==> src/core/lmio_pkg.sv <==
// constants shared by the four-port i/o block and its register slave
`default_nettype none

package lmio_pkg;

    // ****************************************************************
    // register indices (byte address is four times the index)
    // ****************************************************************
    localparam logic [3:0] IDX_PA_DATA = 4'h2; // port_a_data
    localparam logic [3:0] IDX_PA_DIR = 4'h3; // port_a_direction
    localparam logic [3:0] IDX_PB_DATA = 4'h4; // port_b_data
    localparam logic [3:0] IDX_PB_DIR = 4'h5; // port_b_direction
    localparam logic [3:0] IDX_PC_DATA = 4'h6; // port_c_data
    localparam logic [3:0] IDX_PC_DIR = 4'h7; // port_c_direction
    localparam logic [3:0] IDX_PD_DATA = 4'h8; // port_d_data
    localparam logic [3:0] IDX_PD_DIR = 4'h9; // port_d_direction
    localparam logic [3:0] IDX_MISC = 4'hA; // misc_drive_control

    // ****************************************************************
    // reset values and field positions
    // ****************************************************************
    localparam logic [7:0] PORT_RESET = 8'h00; // all data and direction
    localparam logic [1:0] MISC_RESET = 2'h0; // both boost bits off
    localparam int unsigned MISC_PA4_BIT = 1; // pin4_drive_boost
    localparam int unsigned MISC_PA5_BIT = 2; // pin 5 drive boost
    localparam logic [1:0] APB_WORD_ALIGN = 2'h0; // low address bits

    // ****************************************************************
    // physical pins per port
    // ****************************************************************
    localparam int unsigned PA_PINS = 8; // port a pins
    localparam int unsigned PB_PINS = 4; // port b pins
    localparam int unsigned PC_PINS = 2; // port c pins
    localparam int unsigned PD_PINS = 8; // port d pins
    localparam int unsigned PIN_TOTAL = 22; // sum of the above

    // analog channel code; the code equals the port b pin number
    localparam logic [1:0] CH_PIN3 = 2'h3; // shares the infrared input

endpackage : lmio_pkg

`default_nettype wire

==> src/core/lmio_reg_if.sv <==
// register access carrier between the apb slave and the port logic
`default_nettype none

interface lmio_reg_if;
    logic [3:0] index; // word index of the access
    logic [7:0] wdata; // write byte
    logic wr; // one-cycle write strobe
    logic hit; // index is a mapped register
    logic [7:0] rdata; // read byte for the index

    modport bus (output index, output wdata, output wr,
                 input hit, input rdata);
    modport regs (input index, input wdata, input wr,
                  output hit, output rdata);
endinterface : lmio_reg_if

`default_nettype wire

==> src/core/lmio_pin_sync.sv <==
// two-flop synchroniser for asynchronous pin levels
`default_nettype none

module lmio_pin_sync #(
    parameter int unsigned WIDTH = 22 // number of pins
) (
    input wire logic pclk, // system clock
    input wire logic presetn, // async reset, active low
    input wire logic [WIDTH-1:0] pin_raw, // raw pin levels
    output logic [WIDTH-1:0] pin_level // synchronised levels
);

    // ****************************************************************
    // one two-stage chain per pin; stage one feeds stage two only
    // ****************************************************************
    genvar i;
    generate
        for (i = 0; i < WIDTH; i++) begin : g_bit
            logic meta; // first stage, read by second stage alone
            logic next_meta; // next first stage
            logic next_level; // next second stage
            always_comb begin
                next_meta = pin_raw[i];
                next_level = meta;
            end
            always_ff @(posedge pclk or negedge presetn) begin
                if (!presetn) begin
                    meta <= 1'b0;
                    pin_level[i] <= 1'b0;
                end else begin
                    meta <= next_meta;
                    pin_level[i] <= next_level;
                end
            end
        end
    endgenerate

endmodule // lmio_pin_sync

`default_nettype wire

==> src/core/lmio_apb_slave.sv <==
// apb slave that turns bus transfers into register strobes
`default_nettype none

module lmio_apb_slave
    import lmio_pkg::*;
#(
    parameter int unsigned ADDR_W = 12 // apb address width, above 6
) (
    input wire logic pclk, // system clock
    input wire logic presetn, // async reset, active low
    input wire logic [ADDR_W-1:0] paddr, // byte address
    input wire logic psel, // slave select
    input wire logic penable, // access phase
    input wire logic pwrite, // 1 write, 0 read
    input wire logic [31:0] pwdata, // write data
    output logic [31:0] prdata, // read data, registered
    output logic pready, // ready, registered
    output logic pslverr, // unmapped access, registered
    lmio_reg_if.bus rif // register carrier
);

    logic addr_ok; // word aligned and inside the block window
    logic setup; // setup cycle of a transfer
    logic [31:0] next_prdata; // next read data
    logic next_pready; // next ready
    logic next_pslverr; // next error

    // ****************************************************************
    // decode
    // ****************************************************************
    assign addr_ok = (paddr[1:0] == APB_WORD_ALIGN) &&
                     (paddr[ADDR_W-1:6] == '0);
    assign setup = psel && !penable;
    assign rif.index = paddr[5:2];
    assign rif.wdata = pwdata[7:0];
    // writes land only at the edge where pready is sampled high
    assign rif.wr = psel && penable && pready && pwrite &&
                    addr_ok && rif.hit;

    // ready is raised in setup so every access has no wait state
    always_comb begin
        next_pready = setup;
        next_prdata = prdata;
        next_pslverr = pslverr;
        if (setup) begin
            next_pslverr = !(addr_ok && rif.hit);
            // unmapped or write: read data shows zero
            if (addr_ok && rif.hit && !pwrite) begin
                next_prdata = {24'h000000, rif.rdata};
            end else begin
                next_prdata = 32'h00000000;
            end
        end
    end

    // register the answer
    always_ff @(posedge pclk or negedge presetn) begin
        if (!presetn) begin
            prdata <= 32'h00000000;
            pready <= 1'b0;
            pslverr <= 1'b0;
        end else begin
            prdata <= next_prdata;
            pready <= next_pready;
            pslverr <= next_pslverr;
        end
    end

endmodule // lmio_apb_slave

`default_nettype wire

==> src/core/lmio_ports.sv <==
// four-port general purpose i/o with alternate function takeover
//
// The APB slave port is this design's own decision.
`default_nettype none

module lmio_ports
    import lmio_pkg::*;
#(
    parameter int unsigned ADDR_W = 12 // apb address width
) (
    input wire logic pclk, // system clock, 100 MHz
    input wire logic presetn, // async reset, active low
    input wire logic [ADDR_W-1:0] paddr, // apb byte address
    input wire logic psel, // apb select
    input wire logic penable, // apb access phase
    input wire logic pwrite, // apb direction
    input wire logic [31:0] pwdata, // apb write data
    output logic [31:0] prdata, // apb read data
    output logic pready, // apb ready
    output logic pslverr, // apb error on unmapped address
    input wire logic [PA_PINS-1:0] pa_in, // port a pin levels
    output logic [PA_PINS-1:0] pa_out, // port a drive value
    output logic [PA_PINS-1:0] pa_oe, // port a output enable
    output logic [1:0] pa_high_drive, // 8 mA select, pa5 and pa4
    input wire logic [5:0] pwm_output_enable, // pwm owns pa5:0
    input wire logic [5:0] pwm_level, // pwm output levels
    input wire logic [PB_PINS-1:0] pb_in, // port b pin levels
    output logic [PB_PINS-1:0] pb_out, // port b drive value
    output logic [PB_PINS-1:0] pb_oe, // port b output enable
    input wire logic converter_power_on, // converter powered
    input wire logic [1:0] analog_channel_select, // channel code
    output logic [PB_PINS-1:0] analog_switch_on, // pin to converter
    output logic infrared_preprocessor_en, // infrared input enable
    input wire logic [PC_PINS-1:0] pc_in, // port c pin levels
    output logic [PC_PINS-1:0] pc_out, // port c drive value, low
    output logic [PC_PINS-1:0] pc_oe, // port c pull-low enable
    input wire logic in_circuit_link_active, // link owns port c
    input wire logic [PD_PINS-1:0] pd_in, // port d pin levels
    output logic [PD_PINS-1:0] pd_out, // port d drive value, low
    output logic [PD_PINS-1:0] pd_oe, // port d pull-low enable
    input wire logic i2c_enable, // i2c master enabled
    input wire logic i2c_clock_pull_low, // i2c drives scl low
    input wire logic i2c_data_pull_low, // i2c drives sda low
    output logic master_serial_clock_pin, // scl level to i2c
    output logic master_serial_data_pin, // sda level to i2c
    input wire logic [1:0] display_data_channel_enable, // b, a
    input wire logic [1:0] display_clock_pull_low, // b, a
    input wire logic [1:0] display_data_pull_low, // b, a
    output logic [1:0] display_channel_clock_pin, // b, a levels
    output logic [1:0] display_channel_data_pin // b, a levels
);

    // ****************************************************************
    // declarations
    // ****************************************************************
    lmio_reg_if rif (); // bus to register carrier

    logic [PIN_TOTAL-1:0] pins_s; // all synchronised pin levels
    logic [PA_PINS-1:0] pa_s; // port a levels after sync
    logic [PB_PINS-1:0] pb_s; // port b levels after sync
    logic [PC_PINS-1:0] pc_s; // port c levels after sync
    logic [PD_PINS-1:0] pd_s; // port d levels after sync

    logic [7:0] pa_data, next_pa_data; // port a data latch
    logic [7:0] pa_dir, next_pa_dir; // port a direction bits
    logic [7:0] pb_data, next_pb_data; // port b data latch
    logic [7:0] pb_dir, next_pb_dir; // port b direction bits
    logic [7:0] pc_data, next_pc_data; // port c data latch
    logic [7:0] pc_dir, next_pc_dir; // port c direction bits
    logic [7:0] pd_data, next_pd_data; // port d data latch
    logic [7:0] pd_dir, next_pd_dir; // port d direction bits
    logic [1:0] boost, next_boost; // pa5, pa4 drive boost

    logic [PD_PINS-1:0] pd_takeover; // pins owned by serial blocks
    logic [PD_PINS-1:0] pd_pull; // serial pull-low requests
    logic [PB_PINS-1:0] analog_pick; // pin picked for the converter
    logic [PA_PINS-1:0] pa_alt; // port a pins owned by pwm

    logic [PA_PINS-1:0] next_pa_out, next_pa_oe; // port a drivers
    logic [1:0] next_pa_high_drive; // drive strength
    logic [PB_PINS-1:0] next_pb_out, next_pb_oe; // port b drivers
    logic [PB_PINS-1:0] next_analog_switch_on; // analog switches
    logic next_infrared_en; // infrared enable
    logic [PC_PINS-1:0] next_pc_oe; // port c pull-low
    logic [PD_PINS-1:0] next_pd_oe; // port d pull-low
    logic [5:0] next_serial_level; // levels to the serial blocks

    // ****************************************************************
    // bus slave and pin synchronisers
    // ****************************************************************
    lmio_apb_slave #(
        .ADDR_W (ADDR_W)
    ) u_apb (
        .pclk (pclk),
        .presetn (presetn),
        .paddr (paddr),
        .psel (psel),
        .penable (penable),
        .pwrite (pwrite),
        .pwdata (pwdata),
        .prdata (prdata),
        .pready (pready),
        .pslverr (pslverr),
        .rif (rif.bus)
    );

    lmio_pin_sync #(
        .WIDTH (PIN_TOTAL)
    ) u_sync (
        .pclk (pclk),
        .presetn (presetn),
        .pin_raw ({pd_in, pc_in, pb_in, pa_in}),
        .pin_level (pins_s)
    );

    assign pa_s = pins_s[7:0];
    assign pb_s = pins_s[11:8];
    assign pc_s = pins_s[13:12];
    assign pd_s = pins_s[21:14];

    // ****************************************************************
    // alternate function ownership
    // ****************************************************************
    assign pa_alt = {2'b00, pwm_output_enable};
    assign pd_takeover = {2'b00, // no takeover on pd7:6
        {2{display_data_channel_enable[1]}}, // channel b
        {2{display_data_channel_enable[0]}}, // channel a
        {2{i2c_enable}}}; // i2c master on pd1:0
    assign pd_pull = {2'b00,
        display_data_pull_low[1], display_clock_pull_low[1],
        display_data_pull_low[0], display_clock_pull_low[0],
        i2c_data_pull_low, i2c_clock_pull_low};

    // one-hot pick of the analog pin while the converter is on
    always_comb begin
        analog_pick = '0;
        if (converter_power_on) begin
            analog_pick[analog_channel_select] = 1'b1;
        end
    end

    // ****************************************************************
    // register read mux and decode
    // ****************************************************************
    // input pins and pwm- or serial-owned pins read the sampled level, other output pins the latch
    always_comb begin
        rif.hit = 1'b1;
        rif.rdata = 8'h00;
        if (rif.index == IDX_PA_DATA) begin
            // pwm-owned pins read back like inputs
            rif.rdata = (pa_dir & ~pa_alt & pa_data) |
                        (~(pa_dir & ~pa_alt) & pa_s);
        end else if (rif.index == IDX_PA_DIR) begin
            rif.rdata = pa_dir;
        end else if (rif.index == IDX_PB_DATA) begin
            // bits 7:4 have no pin and read zero
            rif.rdata = {4'h0, (pb_dir[3:0] & pb_data[3:0]) |
                        (~pb_dir[3:0] & pb_s)};
        end else if (rif.index == IDX_PB_DIR) begin
            rif.rdata = pb_dir;
        end else if (rif.index == IDX_PC_DATA) begin
            rif.rdata = {6'h00, (pc_dir[1:0] & pc_data[1:0]) |
                        (~pc_dir[1:0] & pc_s)};
        end else if (rif.index == IDX_PC_DIR) begin
            rif.rdata = pc_dir;
        end else if (rif.index == IDX_PD_DATA) begin
            // serial-owned pins show the pin, as inputs do
            rif.rdata = (pd_dir & ~pd_takeover & pd_data) |
                        (~(pd_dir & ~pd_takeover) & pd_s);
        end else if (rif.index == IDX_PD_DIR) begin
            rif.rdata = pd_dir;
        end else if (rif.index == IDX_MISC) begin
            // reserved bits 7:3 and 0 always read zero
            rif.rdata = {5'h00, boost, 1'b0};
        end else begin
            rif.hit = 1'b0; // unmapped index
        end
    end

    // ****************************************************************
    // register file
    // ****************************************************************
    // a write lands in the latch whatever the pin direction
    always_comb begin
        next_pa_data = pa_data;
        next_pa_dir = pa_dir;
        next_pb_data = pb_data;
        next_pb_dir = pb_dir;
        next_pc_data = pc_data;
        next_pc_dir = pc_dir;
        next_pd_data = pd_data;
        next_pd_dir = pd_dir;
        next_boost = boost;
        if (rif.wr) begin
            if (rif.index == IDX_PA_DATA) begin
                next_pa_data = rif.wdata;
            end else if (rif.index == IDX_PA_DIR) begin
                next_pa_dir = rif.wdata;
            end else if (rif.index == IDX_PB_DATA) begin
                next_pb_data = rif.wdata;
            end else if (rif.index == IDX_PB_DIR) begin
                next_pb_dir = rif.wdata;
            end else if (rif.index == IDX_PC_DATA) begin
                next_pc_data = rif.wdata;
            end else if (rif.index == IDX_PC_DIR) begin
                next_pc_dir = rif.wdata;
            end else if (rif.index == IDX_PD_DATA) begin
                next_pd_data = rif.wdata;
            end else if (rif.index == IDX_PD_DIR) begin
                next_pd_dir = rif.wdata;
            end else if (rif.index == IDX_MISC) begin
                // bit 0 is not stored, so a stray one there is harmless
                next_boost = {rif.wdata[MISC_PA5_BIT],
                              rif.wdata[MISC_PA4_BIT]};
            end
        end
    end

    // registers clear to zero, every port an input
    always_ff @(posedge pclk or negedge presetn) begin
        if (!presetn) begin
            pa_data <= PORT_RESET;
            pa_dir <= PORT_RESET;
            pb_data <= PORT_RESET;
            pb_dir <= PORT_RESET;
            pc_data <= PORT_RESET;
            pc_dir <= PORT_RESET;
            pd_data <= PORT_RESET;
            pd_dir <= PORT_RESET;
            boost <= MISC_RESET;
        end else begin
            pa_data <= next_pa_data;
            pa_dir <= next_pa_dir;
            pb_data <= next_pb_data;
            pb_dir <= next_pb_dir;
            pc_data <= next_pc_data;
            pc_dir <= next_pc_dir;
            pd_data <= next_pd_data;
            pd_dir <= next_pd_dir;
            boost <= next_boost;
        end
    end

    // ****************************************************************
    // pin drivers
    // ****************************************************************
    // drivers are registered, so a write reaches the pad one edge
    // after it lands; this keeps every pad output glitch free
    always_comb begin
        // port a push-pull: pwm level replaces the latch when owned
        next_pa_out = (pa_alt & {2'b00, pwm_level}) |
                      (~pa_alt & pa_data);
        next_pa_oe = pa_dir | pa_alt;
        // boost counts only while the pin is an output
        next_pa_high_drive = boost & next_pa_oe[5:4];
        // port b push-pull; the analog pin never drives
        next_pb_out = pb_data[3:0];
        next_pb_oe = pb_dir[3:0] & ~analog_pick;
        next_analog_switch_on = analog_pick;
        // shared pin 3 is taken from the infrared input
        next_infrared_en = !(converter_power_on &&
                             analog_channel_select == CH_PIN3);
        // port c open-drain: a one output floats, a zero pulls low;
        // the link keeps the pins while it talks
        next_pc_oe = in_circuit_link_active ? '0 :
                     (pc_dir[1:0] & ~pc_data[1:0]);
        // port d open-drain; serial owners pull low on request
        next_pd_oe = (pd_takeover & pd_pull) |
                     (~pd_takeover & pd_dir & ~pd_data);
        // serial blocks see the sampled pin level
        next_serial_level = pd_s[5:0];
    end

    // register the drivers
    always_ff @(posedge pclk or negedge presetn) begin
        if (!presetn) begin
            pa_out <= '0;
            pa_oe <= '0;
            pa_high_drive <= 2'h0;
            pb_out <= '0;
            pb_oe <= '0;
            analog_switch_on <= '0;
            infrared_preprocessor_en <= 1'b1;
            pc_out <= '0;
            pc_oe <= '0;
            pd_out <= '0;
            pd_oe <= '0;
            master_serial_clock_pin <= 1'b0;
            master_serial_data_pin <= 1'b0;
            display_channel_clock_pin <= 2'h0;
            display_channel_data_pin <= 2'h0;
        end else begin
            pa_out <= next_pa_out;
            pa_oe <= next_pa_oe;
            pa_high_drive <= next_pa_high_drive;
            pb_out <= next_pb_out;
            pb_oe <= next_pb_oe;
            analog_switch_on <= next_analog_switch_on;
            infrared_preprocessor_en <= next_infrared_en;
            pc_out <= '0; // open-drain only ever pulls low
            pc_oe <= next_pc_oe;
            pd_out <= '0; // open-drain only ever pulls low
            pd_oe <= next_pd_oe;
            master_serial_clock_pin <= next_serial_level[0];
            master_serial_data_pin <= next_serial_level[1];
            display_channel_clock_pin <= {next_serial_level[4],
                                          next_serial_level[2]};
            display_channel_data_pin <= {next_serial_level[5],
                                         next_serial_level[3]};
        end
    end

endmodule // lmio_ports

`default_nettype wire

==> config.mk <==
export PLATFORM = sky130hd
export DESIGN_NAME = lmio_ports
export DESIGN_NICKNAME = d
export VERILOG_FILES = /design/src/core/lmio_pkg.sv /design/src/core/lmio_reg_if.sv /design/src/core/lmio_pin_sync.sv /design/src/core/lmio_apb_slave.sv /design/src/core/lmio_ports.sv
export SDC_FILE = /design/constraint.sdc
export NUM_CORES = 1
export LEC_CHECK = 0
export BUFFER_PORTS_ARGS = -buffer_cell sky130_fd_sc_hd__buf_2
export CORE_MARGIN = 2
export CORE_UTILIZATION = 45
export DETAILED_ROUTE_END_ITERATION = 10
export PLACE_DENSITY = 0.74
export SETUP_SLACK_MARGIN = 0.15
export SYNTH_ARGS = -nofsm -noshare
export SYNTH_HDL_FRONTEND = slang
export SYNTH_HIERARCHICAL = 1
export SYNTH_SLANG_ARGS = --single-unit
==> constraint.sdc <==
create_clock -name pclk -period 2 [get_ports pclk]
set_clock_uncertainty 0.2 [all_clocks]
set_input_delay 0.6 -clock pclk [delete_from_list [all_inputs] [get_ports pclk]]
set_output_delay 0.6 -clock pclk [all_outputs]
set_load 0.05 [all_outputs]
==> qor.txt, run 1 <==
Max-Cap Viols: 0
Area grow syn2layout: 34.3%
Critical path type: primary input to flip-flop
Leak pwr: 4.35 nW
Gr ovfl total: 0
Storage cell area: 0.00393 mm²
Clk slew on worst S/H paths: 0.06 ns
Worst setup path startpoint: paddr[2]
First DRT Iteration DRCs: 276
Final nets: 789
Status: finished with violations
Drt via density: 5.08
Fmax: 447 MHz
WL final: 15800 µm
I/O Buffers: 128
Startpoint Class: primary input
CTS tree: built
Drt drc: 0
DR pass1 iterations: 6
Die ar.: 0.0153 mm²
Initial antenna violation count: 0
Failing checks: negative setup slack
CP endpoint kind: flip-flop
Cts bufs inserted: 17
RSZ-0062 raised after global routing: true
Multi-input gate area: 0.00242 mm²
Diodes inserted: 0
Synth Warn #: 6
WL/cell: 17.8 µm
Commonest non-fill, non-tap cell in the layout: dfrtp_1
Dpl cell area: 0.00752 mm²
Async set-reset flop share out of synthesis: 100%
Endpoints failing setup: 63
Number of global-route vias before repair: 4429
Power, Total: 7.44 mW
CTS H-Tree Depth: 4
Antenna viol nets, final: 0
Clk root buf: clkbuf_16
Synth cell types: 51
Setup WS pre-CTS: -0.789 ns
Total Routing Usage GR: 21.3%
Io pins: 187
Initial Utilization: 46.1%
Hold_sp: pa_in[3]
Most frequent cells in the layout: 156 x dfrtp_1, 110 x buf_2, 55 x buf_4, 35 x mux2_4, 34 x conb_1
Routability cong.: 0.912
Number of synthesized flops with an enable pin: 0
Worst vdd ir: 566 µV
Rows: 43
Required time of the critical path: 2.11 ns
Final hold violations: 0
Share of cells above drive strength 1: 46.2%
Seq cells post-synth: 157
PwrDens: 862 mW/mm²
Min-Delay Path Class: primary input to flip-flop
Pins Over Slew Limit: 0
Filler cell count: 1085
Area contributors post-synth: dfrtp_1 61%, mux2_2 11%, buf_4 5.5%
First-pass GRT wire length: 24000 µm
Routed vias: 4494
RR Startpoint: pd_dir[0]$_DFFE_PN0P_
Post-synth top area share: 60.7%
Sequential-to-total area share from yosys stat: 61.1%
Final WS setup: -0.235 ns
Clock Sinks: 157
Post-Layout Inst Area: 0.00863 mm²
WP data arrival: 2.34 ns
Post-Route Utilization: 62.0%
Die Wd: 124 µm
Clk_lat worst skew: 0.42 ns
Chip height: 124 µm
Mapped Area: 0.00643 mm²
Synth Flop Type: dfrtp_1
Core footprint: 0.0139 mm²
Final worst path period need: 2.23 ns
Ratio of final minimum period to clock period: 112%
Max clock buf depth: 2
HPWL after DPL: 11100 µm
Syn avg cell area: 12.8 µm²
Peak fanout along the critical path: 8
Largest net degree at the start of global routing: 55
Synth area leader: dfrtp_1
Mapped Cells: 504
## Yosys cell counts, types with 2 or more instances
cell	n
o31ai_1	8
inv_2	2
buf_4	47
a31oi_1	3
o21ai_0	18
and2_1	2
nand2_2	2
nand3_1	11
conb_1	2
nor2_2	3
clkbuf_1	6
mux2i_1	11
nand2b_1	18
o21bai_1	2
nor2b_1	12
or2_2	7
a21oi_1	25
nor2_1	12
a22o_1	5
nor3_1	5
nor3b_1	6
nor3_2	3
inv_1	17
buf_2	3
o211ai_1	3
a21o_1	6
dfrtp_1	156
o31a_1	2
nand2_1	24
mux2_2	60
a221oi_1	3
## power by group
group	switching (mW)	total (mW)	internal (mW)
Combinational	0.521	0.728	0.207
Sequential	0.0227	3.27	3.25
Clock	1.24	3.44	2.20
Total	1.78	7.44	5.66
## per-stage QoR
| stage | hold WS, ns | TNS [ns] | instances |
|---|---|---|---|
| floorplan | 0.104 | -44.66 | 536 |
| global placement | 0.132 | -40.58 | 839 |
| detailed placement | 0.135 | -42.84 | 839 |
| CTS | 0.0568 | -10.48 | 881 |
| global route | 0.0595 | -15.72 | 885 |
| finish | 0.0789 | -10.43 | 885 |
## layout make-up
type | count | area share (%)
flip-flops and latches | 157 | 45.5
clock inverters | 11 | 2.23
repair buffers | 195 | 15.6
inverters | 19 | 0.942
multi-input cells | 303 | 28.1
well taps | 180 | 2.61
clock buffers | 20 | 5.06
## worst paths after layout
check	slack, ns	end	depth (start not counted)
worst max-delay path	-0.23	pd_dir[3]$_DFFE_PN0P_	11
worst min-delay path	0.08	u_sync/g_bit[3].meta$_DFF_PN0_	1
worst max register to register	-0.01	u_apb/prdata[0]$_DFFE_PN0P_	7
worst min register to register	0.15	u_sync/pin_level[6]$_DFF_PN0_	0
max in group asynchronous	0.61	infrared_preprocessor_en$_DFF_PN1_	3
min in group asynchronous	0.40	pa_data[0]$_DFFE_PN0P_	2
## repair_timing
item                                    4_1_cts  5_1_grt
endpoints found under the setup margin       74       71
cloned                                        0        0
pin swaps                                     6        4
gates resized for setup                      56       40
hold endpoints to repair                     19        0
buffers inserted                             10        4
hold buffers                                  1        0
## logic make-up after synthesis
kind of cell	count (synthesis)	share of synthesized area, %
AOI/OAI and AO/OA	83	8.33
buffers and inverters	76	7.36
and+or+nand+nor	115	10.9
DFF	157	61.1
other	2	0.117
muxes	71	12.2
## flip-flops by register name, summed over array words and instances (netlist names), 8 cells and up
signal             count
u_sync/pin_level      22
pa_oe                  8
pc_dir                 8
pd_oe                  8
pb_dir                 8
pd_dir                 8
pd_data                8
pa_data                8
u_sync/g_bit.meta     22
u_apb/prdata           8
pa_out                 8
pa_dir                 8
## worst max-delay path, cell delays in order
cell and delay (ns):
buf_8 0.11, inv_6 0.05, nor2_4 0.03, o21ai_2 0.10, o31a_1 0.15, nor4b_4 0.21, and4_4 0.33, buf_6 0.13
and3_4 0.18, buf_12 0.13, mux2_4 0.30
## layer usage
| layer | vias to the layer above | global-route usage (%) | wire length (µm) |
|---|---|---|---|
| met4 | 0 | 8.03 | 279 |
| met3 | 30 | 4.84 | 843 |
| met2 | 167 | 33.8 | 7690 |
| met5 | - | 0 | 0 |
| met1 | 2249 | 28.8 | 6960 |
| li1 | 2048 | - | - |
Power figures use the tool's default switching activity.
==> inputs of run 2 (changes only) <==
CORE_UTILIZATION = 40   (was 45)
CTS_CLUSTER_SIZE = 40   (was not set)
PLACE_DENSITY = 0.67   (was 0.74)
==> run 2 against run 1 <==
The run still ends with negative setup slack left. Largest power group unchanged. Non-clock buffer count is 26 higher. Highest routed layer unchanged. Fmax grew 0.30%. Worst hold slack better by 0.0025 ns. Critical endpoint is now pc_data[0]$_DFFE_PN0P_. Flip-flop and latch count is the same.
==> qor.txt, run 2 (synthesis gave the netlist of run 1 again) <==
Largest net degree at the start of global routing: 45
Total Routing Usage GR: 20.3%
R2R depth: 7
Clk root buf: clkbuf_16
Clk_lat worst skew: 0.42 ns
WL final: 16600 µm
Peak fanout along the critical path: 4
Number of global-route vias before repair: 4836
CP endpoint kind: flip-flop
Initial Utilization: 40.8%
Commonest non-fill, non-tap cell in the layout: dfrtp_1
Pins Over Slew Limit: 0
Failing checks: negative setup slack
Fmax: 449 MHz
Min-Delay Path Class: primary input to flip-flop
I/O Buffers: 128
Max clock buf depth: 2
Status: finished with violations
Routability cong.: 0.860
Final worst path period need: 2.23 ns
Drt drc: 0
First DRT Iteration DRCs: 222
Final WS setup: -0.228 ns
Storage cell area: 0.00393 mm²
CTS H-Tree Depth: 4
Filler cell count: 1317
Share of cells above drive strength 1: 51.0%
Area grow syn2layout: 42.3%
Diodes inserted: 0
Cts bufs inserted: 17
Leak pwr: 4.59 nW
Post-route setup TNS: -8.95 ns
PwrDens: 860 mW/mm²
WL/cell: 17.5 µm
Core footprint: 0.0158 mm²
Endpoints failing setup: 58
Final nets: 815
Worst vdd ir: 603 µV
Antenna viol nets, final: 0
Critical path type: primary input to flip-flop
Chip height: 131 µm
DR pass1 iterations: 4
Power, Total: 7.87 mW
RSZ-0062 raised after global routing: true
Die Wd: 131 µm
Multi-input gate area: 0.00257 mm²
Startpoint Class: primary input
Die ar.: 0.0171 mm²
Final hold violations: 0
Clk slew on worst S/H paths: 0.06 ns
WP data arrival: 2.33 ns
HPWL after DPL: 11700 µm
Drt via density: 4.81
Rows: 46
Max-Cap Viols: 0
Worst hold path depth: 1
Most frequent cells in the layout: 156 x dfrtp_1, 106 x buf_2, 77 x buf_4, 42 x mux2_4, 34 x conb_1
Ratio of final minimum period to clock period: 111%
Largest registers: u_sync/g_bit.meta (22), u_sync/pin_level (22)
Routed vias: 4562
Io pins: 187
Gr ovfl total: 0
CTS tree: built
Initial antenna violation count: 0
Required time of the critical path: 2.10 ns
First-pass GRT wire length: 25800 µm
Clock Sinks: 157
==> run 2: changes by cell type in the layout (fill, tap and decap cells not counted), sizes merged <==
| cell | delta |
|---|---|
| clkinv | -2 |
| clkbuf | +4 |
| inv | +2 |
| buf | +21 |
| bufinv | +2 |
==> run 2: layout make-up <==
type                       count  share of cell area (%)
clock buffer                  19                    4.84
multi-input combinational    303                    28.1
sequential                   157                    43.0
tap                          216                    2.95
timing repair buffer         221                    17.4
clock inverter                13                    2.85
inverter                      19                   0.862
==> run 2: metrics by stage <==
stage / hold slack, ns / setup slack, ns / instance area, µm² / util (%) / instances
finish: 0.0814 / -0.228 / 9150 / 58.0 / 948
detailed placement: 0.136 / -0.797 / 7670 / 48.6 / 887
global placement: 0.133 / -0.785 / 7670 / 48.6 / 887
floorplan: 0.104 / -1.11 / 6650 / - / 536
CTS: 0.0608 / -0.265 / 8910 / 56.5 / 938
global route: 0.0581 / -0.306 / 9150 / 58.0 / 948
==> run 2: power by group <==
group / internal [mW] / total, mW / leakage [nW] / switching, mW
logic: 0.255 / 0.801 / 2.24 / 0.546
registers: 3.25 / 3.28 / 2.02 / 0.0239
clock network: 2.51 / 3.79 / 0.334 / 1.28
total: 6.02 / 7.87 / 4.59 / 1.85
==> run 2: what timing repair did <==
item	CTS	global route
hold buffers	1	0
gates cloned	0	0
setup buffers	18	10
setup endpoints to repair	71	76
endpoints found under the hold margin	35	0
pin swaps	19	10
gates resized for setup	97	46
==> run 2: routing by layer <==
metal,GRT usage (%),up-vias,part of all wire (%)
li1,-,2099,-
met5,0,-,0
met3,5.17,23,6.4
met4,5.76,0,1.4
met1,27.1,2280,43
met2,33.3,160,49
==> run 2: worst max-delay path: stages <==
cell	delay, ns
buf_6	0.10
inv_4	0.04
nor2_2	0.03
o21ai_1	0.10
o31a_1	0.16
nor4b_4	0.21
and4_4	0.32
nand2_4	0.09
buf_6	0.12
buf_6	0.10
nor2_4	0.11
mux2_4	0.31
==> run 2: worst paths after layout <==
check	start	to	slack, ns
min in group asynchronous	presetn	master_serial_data_pin$_DFF_PN0_	0.49
min reg2reg	u_sync/g_bit[0].meta$_DFF_PN0_	u_sync/pin_level[0]$_DFF_PN0_	0.15
max	paddr[2]	pc_data[0]$_DFFE_PN0P_	-0.23
max reg2reg	pd_dir[2]$_DFFE_PN0P_	u_apb/prdata[2]$_DFFE_PN0P_	-0.10
max in group asynchronous	presetn	pd_dir[6]$_DFFE_PN0P_	0.61
min	pd_in[1]	u_sync/g_bit[15].meta$_DFF_PN0_	0.08
==> inputs of run 3 (changes only) <==
BUFFER_PORTS_ARGS = -buffer_cell sky130_fd_sc_hd__buf_4   (was -buffer_cell sky130_fd_sc_hd__buf_2)
==> run 3 against run 2 <==
Sequential power about the same. Final area down 0.26%. Core utilization down 0.15 points. Clock power down 15%. Total power down 6.9%. Largest cell class unchanged. Flip-flop and latch count unchanged. Worst hold slack about the same. Die area unchanged. Global-route usage down 0.33 points. The run still ends with negative setup slack left. Via count down 3.4%. Cell count down 1.9%. Worst setup slack worse by 0.099 ns.
==> qor.txt, run 3 (synthesis gave the netlist of run 1 again) <==
Number of global-route vias before repair: 4759
Rows: 46
Non-Filler Instances: 930
DR pass1 iterations: 4
WL/cell: 17.5 µm
Die ar.: 0.0171 mm²
Total Routing Usage GR: 20.0%
Clk_lat worst skew: 0.42 ns
Largest net degree at the start of global routing: 38
Routability cong.: 0.850
Drt via density: 4.74
CP endpoint kind: flip-flop
Initial antenna violation count: 0
Multi-input gate area: 0.00252 mm²
Area grow syn2layout: 41.9%
Antenna viol nets, final: 0
Peak fanout along the critical path: 4
Clk slew on worst S/H paths: 0.06 ns
Final worst path period need: 2.33 ns
Clock Sinks: 157
Clk root buf: clkbuf_16
Chip height: 131 µm
Initial Utilization: 40.8%
Post-Layout Inst Area: 0.00912 mm²
Gr ovfl total: 0
Crit-path slowest cell: and4_4
Startpoint Class: primary input
CP peak stage delay: 0.31 ns
Post-route setup TNS: -13.00 ns
Critical path type: primary input to flip-flop
Worst vdd ir: 598 µV
Min-Delay Path Class: primary input to flip-flop
HPWL after DPL: 11800 µm
Share of cells above drive strength 1: 49.4%
PwrDens: 803 mW/mm²
Core footprint: 0.0158 mm²
Die Wd: 131 µm
I/O Buffers: 128
First DRT Iteration DRCs: 193
Routed vias: 4407
Max clock buf depth: 2
Placed Instances: 882
Largest registers: u_sync/g_bit.meta (22), u_sync/pin_level (22)
Filler cell count: 1337
Leak pwr: 4.49 nW
Commonest non-fill, non-tap cell in the layout: buf_4
WP data arrival: 2.43 ns
Power, Total: 7.32 mW
Fmax: 430 MHz
Most frequent cells in the layout: 177 x buf_4, 156 x dfrtp_1, 34 x conb_1, 33 x mux2_4, 27 x mux2_2
Drt drc: 0
Failing checks: negative setup slack
Io pins: 187
WP buf/inv: 5
CP top delay family: simple AND/OR/NAND/NOR gates
Status: finished with violations
RSZ-0062 raised after global routing: true
CTS H-Tree Depth: 4
CTS tree: built
Required time of the critical path: 2.10 ns
WL final: 16200 µm
Most Frequent Cell on Critical Path: inv_6
Ratio of final minimum period to clock period: 116%
Storage cell area: 0.00393 mm²
Max-Cap Viols: 0
Final nets: 797
Cts bufs inserted: 17
Final hold violations: 0
Endpoints failing setup: 58
Pins Over Slew Limit: 0
Final WS setup: -0.327 ns
Critical path, cell by cell: buf_8, inv_6, nor2_4, o21ai_1, o31a_1, nor4b_4, and4_4, buf_12, inv_6, nor4_4, buf_4, mux2_4
First-pass GRT wire length: 25400 µm
Diodes inserted: 0
Dpl cell area: 0.00792 mm²
run 3: repair_timing:
action | in CTS | in global routing
hold buffers | 1 | 0
buffers inserted | 12 | 3
hold endpoints to repair | 31 | 0
pin swaps | 19 | 11
setup endpoints to repair | 65 | 65
resized for setup | 78 | 33
run 3: final timing paths:
kind	start	end	slack, ns	cells after the start
min reg2reg	u_sync/g_bit[5].meta$_DFF_PN0_	u_sync/pin_level[5]$_DFF_PN0_	0.14	0
min	pc_in[0]	u_sync/g_bit[12].meta$_DFF_PN0_	0.08	1
max in group asynchronous	presetn	infrared_preprocessor_en$_DFF_PN1_	0.55	3
min in group asynchronous	presetn	pb_data[1]$_DFFE_PN0P_	0.46	2
max reg2reg	pd_dir[2]$_DFFE_PN0P_	u_apb/prdata[2]$_DFFE_PN0P_	-0.13	7
max	paddr[2]	pa_dir[7]$_DFFE_PN0P_	-0.33	12
run 3: worst register-to-register path: stages (launching register included):
cell and delay, ns:
dfrtp_1 0.38, nor2b_1 0.14, nand2b_1 0.08, o21ai_0 0.14, a221o_1 0.42, a222oi_1 0.28, inv_1 0.10, o31ai_1 0.27
run 3: cell type report:
cell class	instances	area share, %
clock buffers	21	5.16
clock inverters	11	1.48
inverters	19	0.946
multi-input cells	303	27.6
flip-flops and latches	157	43.1
well taps	216	2.96
repair buffers	203	18.8
run 3: stage by stage:
stage	setup slack [ns]	hold WS, ns	utilization (%)
global placement	-0.802	0.131	50.2
detailed placement	-0.831	0.135	50.2
global route	-0.392	0.0571	57.9
CTS	-0.303	0.0600	56.9
floorplan	-1.11	0.104	-
finish	-0.327	0.0812	57.9
run 3: where the power goes:
part | total [mW] | leakage (nW) | internal (mW) | switching, mW
Combinational | 0.825 | 2.18 | 0.287 | 0.539
Sequential | 3.28 | 2.02 | 3.25 | 0.0246
Clock | 3.22 | 0.286 | 1.95 | 1.27
run 3: routing by layer:
metal / global-route usage [%] / vias to the layer above / part of all wire (%)
li1: - / 2059 / -
met4: 5.44 / 0 / 1.3
met5: 0 / - / 0
met1: 26.8 / 2194 / 46
met3: 5.29 / 22 / 5.1
met2: 32.5 / 132 / 48
